File: src/logic/pus_pkg.sv
`default_nettype none
package pus_pkg;

  // ----------------------------------------------------------------
  // clock and timing
  // ----------------------------------------------------------------
  localparam int unsigned CLK_HZ         = 10_000_000;
  localparam int unsigned CYC_PER_US     = CLK_HZ / 1_000_000;
  localparam int unsigned BUS_READY_US   = 3000;  // 3 ms bus_ready_time
  localparam int unsigned EN_HOLD_US     = 6500;  // 6.5 ms bulk stable
  localparam int unsigned MARGIN_US      = 5000;  // 5 ms completion margin
  localparam int unsigned DELAY_UNIT_US  = 1000;  // one step delay unit
  localparam int unsigned SOFT_START_US  = 1000;  // default rail soft start
  localparam int unsigned BUS_READY_CYC  = BUS_READY_US * CYC_PER_US;
  localparam int unsigned EN_HOLD_CYC    = EN_HOLD_US * CYC_PER_US;
  localparam int unsigned MARGIN_CYC     = MARGIN_US * CYC_PER_US;
  localparam int unsigned DELAY_UNIT_CYC = DELAY_UNIT_US * CYC_PER_US;
  localparam int unsigned SOFT_START_CYC = SOFT_START_US * CYC_PER_US;
  localparam int unsigned CNT_W          = 24;

  // ----------------------------------------------------------------
  // register map
  // ----------------------------------------------------------------
  localparam logic [7:0] REG_STATUS  = 8'h08;
  localparam logic [7:0] REG_ENABLE  = 8'h32;
  localparam logic [7:0] REG_STEP0   = 8'h58;
  localparam logic [7:0] REG_STEP1   = 8'h59;
  localparam logic [7:0] REG_STEP2   = 8'h5A;
  localparam int unsigned ENABLE_BIT = 7;
  localparam int unsigned STAT_A_BIT = 5;
  localparam int unsigned STAT_B_BIT = 3;
  localparam int unsigned STAT_C_BIT = 2;
  localparam int unsigned STEP_RAIL_LSB = 0;  // [2:0] rails c,b,a
  localparam int unsigned STEP_DLY_LSB  = 3;  // [5:3] delay in units
  localparam logic [7:0] STEP0_RST   = 8'h09;
  localparam logic [7:0] STEP1_RST   = 8'h0A;
  localparam logic [7:0] STEP2_RST   = 8'h0C;
  localparam logic [7:0] STATUS_RST  = 8'h00;

  // ----------------------------------------------------------------
  // sequencer states
  // ----------------------------------------------------------------
  typedef enum logic [2:0] {
    ST_OFF   = 3'b000,
    ST_BOOT  = 3'b001,
    ST_IDLE  = 3'b010,
    ST_CHECK = 3'b011,
    ST_SOFT  = 3'b100,
    ST_DELAY = 3'b101,
    ST_DONE  = 3'b110
  } pus_state_type;

endpackage : pus_pkg
`default_nettype wire

File: src/logic/pus_link_if.sv
`timescale 1ns/1ns
`default_nettype none
interface pus_link_if;

  // ----------------------------------------------------------------
  // pins and management bus
  // ----------------------------------------------------------------
  logic       bulk_valid;   // bulk_input_supply above threshold
  logic       en_pin;       // regulator_enable_pin
  logic       pg_oe;        // supply_ok_output pull-down enable
  logic       pg_out;       // supply_ok_output driven value
  logic       mb_req;       // bus request pulse
  logic       mb_wr;        // write when high
  logic       mb_ccc;       // enable command code instead of access
  logic [7:0] mb_addr;      // register offset
  logic [7:0] mb_wdata;     // write data
  logic       mb_ack;       // answer pulse, accepted
  logic       mb_nack;      // answer pulse, refused
  logic [7:0] mb_rdata;     // read data, valid with mb_ack
  wire        pg_level;     // open-drain wire with pull-up

  // pull-up wins unless the device pulls
  assign pg_level = pg_oe ? pg_out : 1'b1;

  modport dev (
    input  bulk_valid, en_pin, mb_req, mb_wr, mb_ccc, mb_addr, mb_wdata,
    output pg_oe, pg_out, mb_ack, mb_nack, mb_rdata
  );

  modport host (
    output bulk_valid, en_pin, mb_req, mb_wr, mb_ccc, mb_addr, mb_wdata,
    input  pg_level, mb_ack, mb_nack, mb_rdata
  );

endinterface : pus_link_if
`default_nettype wire

File: src/logic/pus_device_end.sv
// Function
// (RULE1) supply valid only above threshold; pin undriven before
// (RULE2) valid supply: pull power-good low, LDOs on
// (RULE3) power-good only pulled low or released
// (RULE4) bus usable within 3 ms of valid supply
// (RULE5) host waits bus ready before any access
// (RULE6) host waits 6.5 ms before enable request
// (RULE7) host keeps enable pin static, one rise only
// (RULE8) enable pin high starts rail turn-on
// (RULE9) bit 7 of 0x32 or command also enables
// (RULE10) check supply, then run steps 0 to 2
// (RULE11) on completion set status bits, release power-good
// (RULE12) host may read status after late power-good
// (RULE13) refuse bus accesses until completion time ends
// (RULE14) limit is soft start plus delays plus 5 ms
// (RULE15) steps in order, delay after each soft start
// (RULE16) delay starts after longest soft start of step
// (RULE17) step settings live at 0x58, 0x59, 0x5A
// (RULE18) count in clocks; supply loss returns to start
`timescale 1ns/1ns
`default_nettype none
module pus_device_end
  import pus_pkg::*;
#(
  parameter int unsigned BUS_CYC    = BUS_READY_CYC,
  parameter int unsigned MARGIN     = MARGIN_CYC,
  parameter int unsigned UNIT_CYC   = DELAY_UNIT_CYC,
  parameter int unsigned SS_A_CYC   = SOFT_START_CYC,
  parameter int unsigned SS_B_CYC   = SOFT_START_CYC,
  parameter int unsigned SS_C_CYC   = SOFT_START_CYC
)(
  input  wire logic  sys_clk,          // system clock
  input  wire logic  rst_n,            // synchronous reset, low active
  input  wire logic  clk_en,           // freezes all state when low
  pus_link_if.dev    link,             // pins and management bus
  output logic       aux_ldo_high_out, // high LDO enable
  output logic       aux_ldo_low_out,  // low LDO enable
  output logic       buck_rail_a,      // buck rail a enable
  output logic       buck_rail_b,      // buck rail b enable
  output logic       buck_rail_c,      // buck rail c enable
  output logic       bus_ready,        // management bus usable
  output logic       seq_done          // power-up sequence finished
);

  // ----------------------------------------------------------------
  // declarations
  // ----------------------------------------------------------------
  localparam int unsigned SS_AB  = (SS_A_CYC > SS_B_CYC) ? SS_A_CYC
                                                         : SS_B_CYC;
  localparam int unsigned SS_MAX = (SS_AB > SS_C_CYC) ? SS_AB : SS_C_CYC;

  pus_state_type    state;
  logic [2:0]       bulk_sync;
  logic [2:0]       pin_sync;
  logic             bulk_ok;
  logic             pin_hi;
  logic             reg_en;
  logic [7:0]       status;
  logic [7:0]       step_cfg [0:2];
  logic [1:0]       step;
  logic [CNT_W-1:0] cnt;
  logic [CNT_W-1:0] win_cnt;
  logic             ans_ack;
  logic             ans_nack;
  logic [7:0]       ans_data;
  logic             pg_drive;
  logic             pg_zero;

  // ----------------------------------------------------------------
  // pin synchronisers
  // ----------------------------------------------------------------
  // three stages; a change counts once stages two and three agree
  always_ff @(posedge sys_clk) begin
    if (!rst_n) begin
      bulk_sync <= 3'h0;
      pin_sync  <= 3'h0;
      bulk_ok   <= 1'b0;
      pin_hi    <= 1'b0;
    end else if (clk_en) begin
      bulk_sync <= {bulk_sync[1:0], link.bulk_valid};
      pin_sync  <= {pin_sync[1:0], link.en_pin};
      if (bulk_sync[2] == bulk_sync[1]) begin
        bulk_ok <= bulk_sync[1];  // RULE1
      end
      if (pin_sync[2] == pin_sync[1]) begin
        pin_hi <= pin_sync[1];
      end
    end
  end

  // ----------------------------------------------------------------
  // step decode
  // ----------------------------------------------------------------
  // current step fields
  wire [7:0] cur_cfg  = step_cfg[step];
  wire [2:0] cur_rail = cur_cfg[STEP_RAIL_LSB +: 3];
  wire [2:0] cur_dly  = cur_cfg[STEP_DLY_LSB +: 3];

  // longest soft start among rails of this step
  wire [CNT_W-1:0] ss_a = cur_rail[0] ? CNT_W'(SS_A_CYC) : '0;
  wire [CNT_W-1:0] ss_b = cur_rail[1] ? CNT_W'(SS_B_CYC) : '0;
  wire [CNT_W-1:0] ss_c = cur_rail[2] ? CNT_W'(SS_C_CYC) : '0;
  wire [CNT_W-1:0] ss_ab   = (ss_a > ss_b) ? ss_a : ss_b;
  wire [CNT_W-1:0] step_ss = (ss_ab > ss_c) ? ss_ab : ss_c; // RULE16
  wire [CNT_W-1:0] step_dly = CNT_W'(cur_dly * UNIT_CYC);

  // delay of each step with a rail bit set, for the completion limit
  wire [CNT_W-1:0] lim_dly [0:2];
  genvar gi;
  generate
    for (gi = 0; gi < 3; gi++) begin : g_lim
      assign lim_dly[gi] = (step_cfg[gi][STEP_RAIL_LSB +: 3] != 3'h0)
        ? CNT_W'(step_cfg[gi][STEP_DLY_LSB +: 3] * UNIT_CYC) : '0;
    end
  endgenerate

  // completion limit: longest soft start, delays of steps with rails, margin
  wire [CNT_W-1:0] limit = CNT_W'(SS_MAX) + lim_dly[0] + lim_dly[1]
                         + lim_dly[2] + CNT_W'(MARGIN); // RULE14

  // ----------------------------------------------------------------
  // bus decode
  // ----------------------------------------------------------------
  wire busy      = (win_cnt != '0);
  wire refuse    = !bus_ready || busy;                  // RULE13 RULE5
  wire take      = link.mb_req && !refuse;
  wire hit_stat  = (link.mb_addr == REG_STATUS);
  wire hit_en    = (link.mb_addr == REG_ENABLE);
  wire hit_s0    = (link.mb_addr == REG_STEP0);
  wire hit_s1    = (link.mb_addr == REG_STEP1);
  wire hit_s2    = (link.mb_addr == REG_STEP2);
  wire wr_take   = take && link.mb_wr && !link.mb_ccc;
  wire en_write  = wr_take && hit_en;
  wire ccc_take  = take && link.mb_ccc;
  wire [7:0] rd_mux = hit_stat ? status
                    : hit_en   ? {reg_en, 7'h00}
                    : hit_s0   ? step_cfg[0]
                    : hit_s1   ? step_cfg[1]
                    : hit_s2   ? step_cfg[2] : 8'h00;

  // enable request from pin level or bus bit
  wire en_req = pin_hi || reg_en;                       // RULE8 RULE9
  wire cnt_end = (cnt == '0);
  wire last_step = (step == 2'd2);

  // ----------------------------------------------------------------
  // bus registers and answers
  // ----------------------------------------------------------------
  // one answer pulse the cycle after each request
  always_ff @(posedge sys_clk) begin
    if (!rst_n) begin
      ans_ack  <= 1'b0;
      ans_nack <= 1'b0;
      ans_data <= 8'h00;
    end else if (clk_en) begin
      ans_ack  <= take;
      ans_nack <= link.mb_req && refuse;
      ans_data <= (take && !link.mb_wr) ? rd_mux : 8'h00;
    end
  end

  // writable registers; supply loss drops the enable bit
  always_ff @(posedge sys_clk) begin
    if (!rst_n || (clk_en && !bulk_ok)) begin
      reg_en      <= 1'b0;
      step_cfg[0] <= STEP0_RST;                         // RULE17
      step_cfg[1] <= STEP1_RST;
      step_cfg[2] <= STEP2_RST;
    end else if (clk_en) begin
      if (en_write || ccc_take) begin
        reg_en <= link.mb_ccc | link.mb_wdata[ENABLE_BIT]; // RULE9
      end
      if (wr_take && hit_s0) begin
        step_cfg[0] <= link.mb_wdata;
      end
      if (wr_take && hit_s1) begin
        step_cfg[1] <= link.mb_wdata;
      end
      if (wr_take && hit_s2) begin
        step_cfg[2] <= link.mb_wdata;
      end
    end
  end

  // ----------------------------------------------------------------
  // completion window
  // ----------------------------------------------------------------
  // loads on a registered request, runs down in clocks
  always_ff @(posedge sys_clk) begin
    if (!rst_n || (clk_en && !bulk_ok)) begin
      win_cnt <= '0;
    end else if (clk_en) begin
      if (state == ST_IDLE && en_req) begin
        win_cnt <= limit;                               // RULE14
      end else if (busy) begin
        win_cnt <= win_cnt - 1'b1;                      // RULE18
      end
    end
  end

  // ----------------------------------------------------------------
  // sequencer
  // ----------------------------------------------------------------
  // supply loss from any state goes back to the off state
  always_ff @(posedge sys_clk) begin
    if (!rst_n || (clk_en && !bulk_ok)) begin
      state     <= ST_OFF;                              // RULE18
      step      <= 2'd0;
      cnt       <= '0;
      bus_ready <= 1'b0;
      seq_done  <= 1'b0;
      status    <= STATUS_RST;
      {buck_rail_c, buck_rail_b, buck_rail_a} <= 3'h0;
    end else if (clk_en) begin
      unique case (state)
        ST_OFF: begin
          state <= ST_BOOT;
          cnt   <= CNT_W'(BUS_CYC - 1);
        end
        ST_BOOT: begin
          if (cnt_end) begin
            bus_ready <= 1'b1;                          // RULE4
            state     <= ST_IDLE;
          end else begin
            cnt <= cnt - 1'b1;
          end
        end
        ST_IDLE: begin
          if (en_req) begin
            state <= ST_CHECK;
            step  <= 2'd0;
          end
        end
        ST_CHECK: begin
          // supply already known good here; start the current step
          state <= ST_SOFT;                             // RULE10
          cnt   <= step_ss;
          {buck_rail_c, buck_rail_b, buck_rail_a} <=
            {buck_rail_c, buck_rail_b, buck_rail_a} | cur_rail;
        end
        ST_SOFT: begin
          if (cnt_end) begin
            state <= ST_DELAY;                          // RULE15
            cnt   <= step_dly;
          end else begin
            cnt <= cnt - 1'b1;
          end
        end
        ST_DELAY: begin
          if (!cnt_end) begin
            cnt <= cnt - 1'b1;
          end else if (last_step) begin
            state    <= ST_DONE;                        // RULE11
            seq_done <= 1'b1;
            status[STAT_A_BIT] <= buck_rail_a;
            status[STAT_B_BIT] <= buck_rail_b;
            status[STAT_C_BIT] <= buck_rail_c;
          end else begin
            step  <= step + 2'd1;                       // RULE15
            state <= ST_CHECK;
          end
        end
        ST_DONE: begin
          state <= ST_DONE;
        end
        default: begin
          state <= ST_OFF;
        end
      endcase
    end
  end

  // ----------------------------------------------------------------
  // LDOs and power-good pin
  // ----------------------------------------------------------------
  // LDOs on with valid supply; pin pulled until the sequence ends
  always_ff @(posedge sys_clk) begin
    if (!rst_n) begin
      aux_ldo_high_out <= 1'b0;
      aux_ldo_low_out  <= 1'b0;
      pg_drive         <= 1'b0;
      pg_zero          <= 1'b0;
    end else if (clk_en) begin
      aux_ldo_high_out <= bulk_ok;                      // RULE2
      aux_ldo_low_out  <= bulk_ok;
      pg_drive <= bulk_ok && !(state == ST_DONE);       // RULE1 RULE2
      pg_zero  <= 1'b0;                                 // RULE3
    end
  end

  assign link.pg_oe    = pg_drive;
  assign link.pg_out   = pg_zero;
  assign link.mb_ack   = ans_ack;
  assign link.mb_nack  = ans_nack;
  assign link.mb_rdata = ans_data;

endmodule : pus_device_end
`default_nettype wire

File: src/flat_wrapper.sv
// flat-port wrapper written by rule: the top's interface ports become plain ports
module pus_device_end_flat import pus_pkg::*;
#(
  parameter int unsigned BUS_CYC    = BUS_READY_CYC,
  parameter int unsigned MARGIN     = MARGIN_CYC,
  parameter int unsigned UNIT_CYC   = DELAY_UNIT_CYC,
  parameter int unsigned SS_A_CYC   = SOFT_START_CYC,
  parameter int unsigned SS_B_CYC   = SOFT_START_CYC,
  parameter int unsigned SS_C_CYC   = SOFT_START_CYC
)
  (sys_clk, rst_n, clk_en, aux_ldo_high_out, aux_ldo_low_out, buck_rail_a, buck_rail_b, buck_rail_c, bus_ready, seq_done, link_bulk_valid, link_en_pin, link_mb_req, link_mb_wr, link_mb_ccc, link_mb_addr, link_mb_wdata, link_pg_oe, link_pg_out, link_mb_ack, link_mb_nack, link_mb_rdata);
  pus_link_if link_i ();
  input  wire logic sys_clk;
  input  wire logic rst_n;
  input  wire logic clk_en;
  output logic aux_ldo_high_out;
  output logic aux_ldo_low_out;
  output logic buck_rail_a;
  output logic buck_rail_b;
  output logic buck_rail_c;
  output logic bus_ready;
  output logic seq_done;
  input wire logic [$bits(link_i.bulk_valid)-1:0] link_bulk_valid;
  input wire logic [$bits(link_i.en_pin)-1:0] link_en_pin;
  input wire logic [$bits(link_i.mb_req)-1:0] link_mb_req;
  input wire logic [$bits(link_i.mb_wr)-1:0] link_mb_wr;
  input wire logic [$bits(link_i.mb_ccc)-1:0] link_mb_ccc;
  input wire logic [$bits(link_i.mb_addr)-1:0] link_mb_addr;
  input wire logic [$bits(link_i.mb_wdata)-1:0] link_mb_wdata;
  output wire logic [$bits(link_i.pg_oe)-1:0] link_pg_oe;
  output wire logic [$bits(link_i.pg_out)-1:0] link_pg_out;
  output wire logic [$bits(link_i.mb_ack)-1:0] link_mb_ack;
  output wire logic [$bits(link_i.mb_nack)-1:0] link_mb_nack;
  output wire logic [$bits(link_i.mb_rdata)-1:0] link_mb_rdata;
  assign link_i.bulk_valid = link_bulk_valid;
  assign link_i.en_pin = link_en_pin;
  assign link_i.mb_req = link_mb_req;
  assign link_i.mb_wr = link_mb_wr;
  assign link_i.mb_ccc = link_mb_ccc;
  assign link_i.mb_addr = link_mb_addr;
  assign link_i.mb_wdata = link_mb_wdata;
  assign link_pg_oe = link_i.pg_oe;
  assign link_pg_out = link_i.pg_out;
  assign link_mb_ack = link_i.mb_ack;
  assign link_mb_nack = link_i.mb_nack;
  assign link_mb_rdata = link_i.mb_rdata;
  pus_device_end #(.BUS_CYC(BUS_CYC), .MARGIN(MARGIN), .UNIT_CYC(UNIT_CYC), .SS_A_CYC(SS_A_CYC), .SS_B_CYC(SS_B_CYC), .SS_C_CYC(SS_C_CYC)) u_core (.sys_clk(sys_clk), .rst_n(rst_n), .clk_en(clk_en), .link(link_i), .aux_ldo_high_out(aux_ldo_high_out), .aux_ldo_low_out(aux_ldo_low_out), .buck_rail_a(buck_rail_a), .buck_rail_b(buck_rail_b), .buck_rail_c(buck_rail_c), .bus_ready(bus_ready), .seq_done(seq_done));
endmodule
File: config.mk
export PLATFORM = sky130hd
export DESIGN_NAME = pus_device_end_flat
export DESIGN_NICKNAME = d
export VERILOG_FILES = /design/src/logic/pus_pkg.sv /design/src/logic/pus_link_if.sv /design/src/logic/pus_device_end.sv /design/src/flat_wrapper.sv
export SDC_FILE = /design/constraint.sdc
export NUM_CORES = 1
export LEC_CHECK = 0
export ABC_AREA = 1
export BUFFER_PORTS_ARGS = -buffer_cell sky130_fd_sc_hd__buf_2
export CAP_MARGIN = 25
export CORE_MARGIN = 2
export CORE_UTILIZATION = 60
export DETAILED_ROUTE_END_ITERATION = 16
export PLACE_DENSITY = 0.79
export SYNTH_ARGS = -nofsm -noshare
export SYNTH_HDL_FRONTEND = slang
export SYNTH_SLANG_ARGS = --single-unit
File: constraint.sdc
create_clock -name sys_clk -period 4.9 [get_ports sys_clk]
set_input_delay 0.98 -clock sys_clk [delete_from_list [all_inputs] [get_ports sys_clk]]
set_output_delay 0.98 -clock sys_clk [all_outputs]
set_load 0.005 [all_outputs]
# Word-level counts from Yosys, hierarchy flattened
# Memory sizes are Yosys's and may differ from the RTL's. A register that Yosys moved wholly into a read port is not among the register bits.
# Index checks and enable logic that the tools add are counted.
# totals
reg_bits	82
ram_bits	24
in_bits	24
elab_cells	151
memories	1
# classes
n_addsub	7
n_mul	4
order_cmp	2
n_eq_ne	20
n_mux	48
bitwise_logic	5
reduce_logical	44
# memory_table
memory	words	word_bits	rd	rd_clocked_by_memory_dff	write_ports	line_no	source
u_core.step_cfg	3	8	4	1	3	pus_device_end.sv:59	logic [7:0] step_cfg [0:2];
# op_table
op	n
$mux W24	6
$pmux W24 S4	1
$mux W8	9
$mul A3 B10 Y13 const B	4
$mux W17	3
$add A24 B24 Y24	2
$gt A24 B24 Y1	2
$sub A24 B1 Y24 const B	2
$mux W14	3
$add A14 B24 Y24 const A	1
$add A24 B16 Y24 const B	1
$eq A8 B7 Y1 const B	3
$logic_not A24 Y1	1
$reduce_bool A24 Y1	1
$pmux W3 S7	1
$mux W3	5
$mux W1	14
$logic_and A1 B1 Y1	13
$mux W2	5
$reduce_and A2 Y1	5
$reduce_and A5 Y1	2
$eq A3 B3 Y1 const B	3
$reduce_bool A3 Y1	3
$eq A8 B4 Y1 const B	1
other kinds (19)	39

# Logic depth before layout (Yosys ltp)
# depth
depth_word	12
ltp_mapped	22
ltp_nobuf	22

# Worst setup path before layout
# Ideal clock, no wire load.
# synth_timing
path_type	register to register
startpoint	mem u_core.step_cfg[1][4]
endpoint	reg u_core.win_cnt[16]
t_arrival_ps	4091
required_ps	4780
slack_ps	689
path_stages_with_launch	19
path_cell_list	edfxtp_1 fa_1 ha_1 fa_1 nand2_1 a21oi_1 or2_2 nand3_1 ha_1 fa_1 inv_1 ha_1 nand2_1 nor2_1 or3b_2 nand3_1 nand2_1 nand3_1 a21oi_1
# synth_lines
element	line_no	source
from (decl)	pus_device_end.sv:59	
to (signal assigned)	pus_device_end.sv:194	win_cnt <= limit;
to (signal assigned)	pus_device_end.sv:196	win_cnt <= win_cnt - 1'b1;
to (decl)	pus_device_end.sv:62	logic [CNT_W-1:0] win_cnt;

==> results_dict.tcl <==
set metrics [dict create \
    power_density_mw_per_mm2 335 \
    syn_to_final_growth_pct 8.33 \
    cp_data_required_time_ns 5.14 \
    htree_levels 3 \
    gp_congestion 0.952 \
    drc_errors 0 \
    insertion_delay_ns 0.36 \
    p_leak_nw 3.95 \
    worstPathArrival_ns 4.74 \
    clock-sinks 108 \
    postSynthCellCount 1096 \
    synth.cell_area_sq_mm 0.00782 \
    avgViaCountPerCell 5.58 \
    cts.repair.resized 0 \
    synth_ff_type "dfxtp_1" \
    synth_nets 1189 \
    rows 41 \
    die_area_sq_mm 0.0140 \
    multi_input_area_sq_mm 0.00470 \
    avgSynthCellArea_sq_um 7.14 \
    dr.first_iter.drc_count 654 \
    worstSetupStartpointType "flip-flop" \
    synthArstFlopShare_pct 0 \
    grt_pass1_wl_um 31500 \
    clkTransAtPathRegs_ns 0.07 \
    setup_tns_ns 0 \
    setup_viol 0 \
    relSlewSlack_pct 33.3 \
    finalCritPeriodShare_pct 91.8 \
    fin_skew_ns 0.0117 \
    fmax_mhz 222 \
    firstDrtPassIters 8 \
    grt-ovfl-total 0 \
    hold_class "flip-flop to flip-flop" \
    status "finished, final reports clean" \
    max-vdd-ir-drop_mv 0.233 \
    start_util_pct 61.7 \
    drv_cap 0 \
    core_area_sq_mm 0.0127 \
    dr_total_vias 7284 \
    cts_tree "yes" \
    final_cell_mix "211 x nand2_1, 135 x inv_1, 129 x nor2_1" \
    io_pins 43 \
    synth.distinct_cells 54 \
    place_area_sq_mm 0.00814 \
    synth_edf_count 24 \
    clockRootBuffer "clkbuf_16" \
    antenna_found_initial 0 \
    post-route-util_pct 66.9 \
    ys_seq_area_share_pct 30.7 \
    ys_warn_count 0 \
    fin_crit_ns 4.50 \
    hold_buffers 0 \
    die_h_um 118 \
    grt_usage_pct 27.5 \
    io_buffers 41 \
    synth_seq_cells 108 \
    drv_slew 0 \
    nNetsFinal 1221 \
    grt_pass1_vias 6753 \
    final_antenna_net_count 0 \
    fillers 1155 \
    rsz0062_at_grt "false" \
    drt_wl_total_um 19000 \
    worstPathMaxFanout 9 \
    die_x_um 118 \
    dpl.hpwl_um 14500 \
    path_class "flip-flop to flip-flop" \
    final_area_sq_mm 0.00847 \
    drive_above_1_share_pct 10.9 \
    final-hold-violation-count 0 \
    wire_per_inst_um 14.5 \
    worst_slew_pin_slew_ns 1.00 \
    clk_path_buf_depth 2 \
    post_cts_buffers 0 \
    layout_commonest_cell "nand2_1" \
    tritoncts.num_buffers 9 \
    grt_max_degree 30 \
    ff_latch_area_sq_mm 0.00240 \
    cp-end-kind "flip-flop" \
    diodes 0 \
]
==> synthesized netlist by cell type, types with 17 or more instances <==
cell / n / share of area, %
dfxtp_1: 84 / 21
inv_2: 19 / 0.91
nand4_1: 17 / 1.4
ha_1: 45 / 7.2
o21ai_0: 61 / 3.9
xor2_1: 26 / 2.9
nand3_1: 68 / 4.4
inv_1: 135 / 6.5
edfxtp_1: 24 / 9.2
nor2_1: 129 / 6.2
a21oi_1: 93 / 6.0
fa_1: 24 / 6.1
nand2_1: 211 / 10
nor3_1: 25 / 1.6
==> flip-flops by register name, summed over array words and instances, names as in the netlist, 2 cells and up, named ones only <==
register,count
u_core.bulk_sync,3
u_core.cnt,24
u_core.link.mb_rdata,8
u_core.pin_sync,3
u_core.state,3
u_core.status,3
u_core.step,2
u_core.step_cfg,24
u_core.win_cnt,24
==> area by class of cell <==
| cell class | count | area share (%) |
|---|---|---|
| inverter | 155 | 6.87 |
| timing repair buffer | 46 | 2.86 |
| multi-input combinational | 808 | 55.5 |
| clock buffer | 9 | 2.66 |
| clock inverter | 7 | 1.24 |
| tap | 172 | 2.54 |
| sequential | 108 | 28.3 |
==> cells by family after synthesis <==
kind of cell | synth area share, %
flip-flops | 30.7
XOR/XNOR | 3.58
other | 0.0479
buffers and inverters | 9.23
adder cells (fa/ha/maj) | 13.3
AO/OA/AOI/OAI | 14.1
AND/OR/NAND/NOR | 29.0
==> final timing paths <==
check | start | endpoint | slack, ns | cells past startpoint
worst max-delay path | u_core.step_cfg[1][4] | u_core.win_cnt[16] | 0.40 | 18
worst min-delay path | u_core.win_cnt[23] | u_core.win_cnt[23] | 0.46 | 1
worst max register to register | u_core.step_cfg[1][4] | u_core.win_cnt[16] | 0.40 | 18
worst min register to register | u_core.win_cnt[23] | u_core.win_cnt[23] | 0.46 | 1
==> critical path, stage by stage, from the launching register on <==
cell	delay, ns
edfxtp_1	0.54
fa_1	0.51
ha_1	0.24
fa_1	0.39
nand2_1	0.10
a21oi_1	0.07
or2_2	0.28
nand3_1	0.07
ha_1	0.26
fa_1	0.53
inv_1	0.04
ha_1	0.36
nand2_1	0.10
nor2_1	0.14
or3b_2	0.47
nand3_1	0.09
nand2_1	0.05
nand3_1	0.07
a21oi_1	0.07
==> metal layers <==
metal / global-route usage, % / wire, um / part of all wire [%] / up-vias
met5: 0 / 0 / 0 / -
met4: 7.68 / 255 / 1.3 / 0
met3: 3.57 / 1120 / 5.9 / 22
met2: 43.9 / 8600 / 45 / 241
met1: 39.3 / 9010 / 47 / 3379
li1: - / - / - / 3642
==> stage by stage <==
step	hold slack, ns	total power (W)	cells	setup slack [ns]
floorplan	0.429	0.00181	1096	0.689
global route	0.485	0.00303	1305	0.189
CTS	0.461	0.00284	1305	0.427
global placement	0.446	0.00201	1289	0.502
finish	0.457	0.00284	1305	0.402
detailed placement	0.449	0.00202	1289	0.445
==> power by group <==
part	internal, W	leakage, nW	switching [W]
combinational	0.000359	2.86	0.000655
clock	0.000458	0.159	0.000361
sequential	0.000953	0.927	0.0000522
Note: power is estimated with default switching activity, not from simulation.
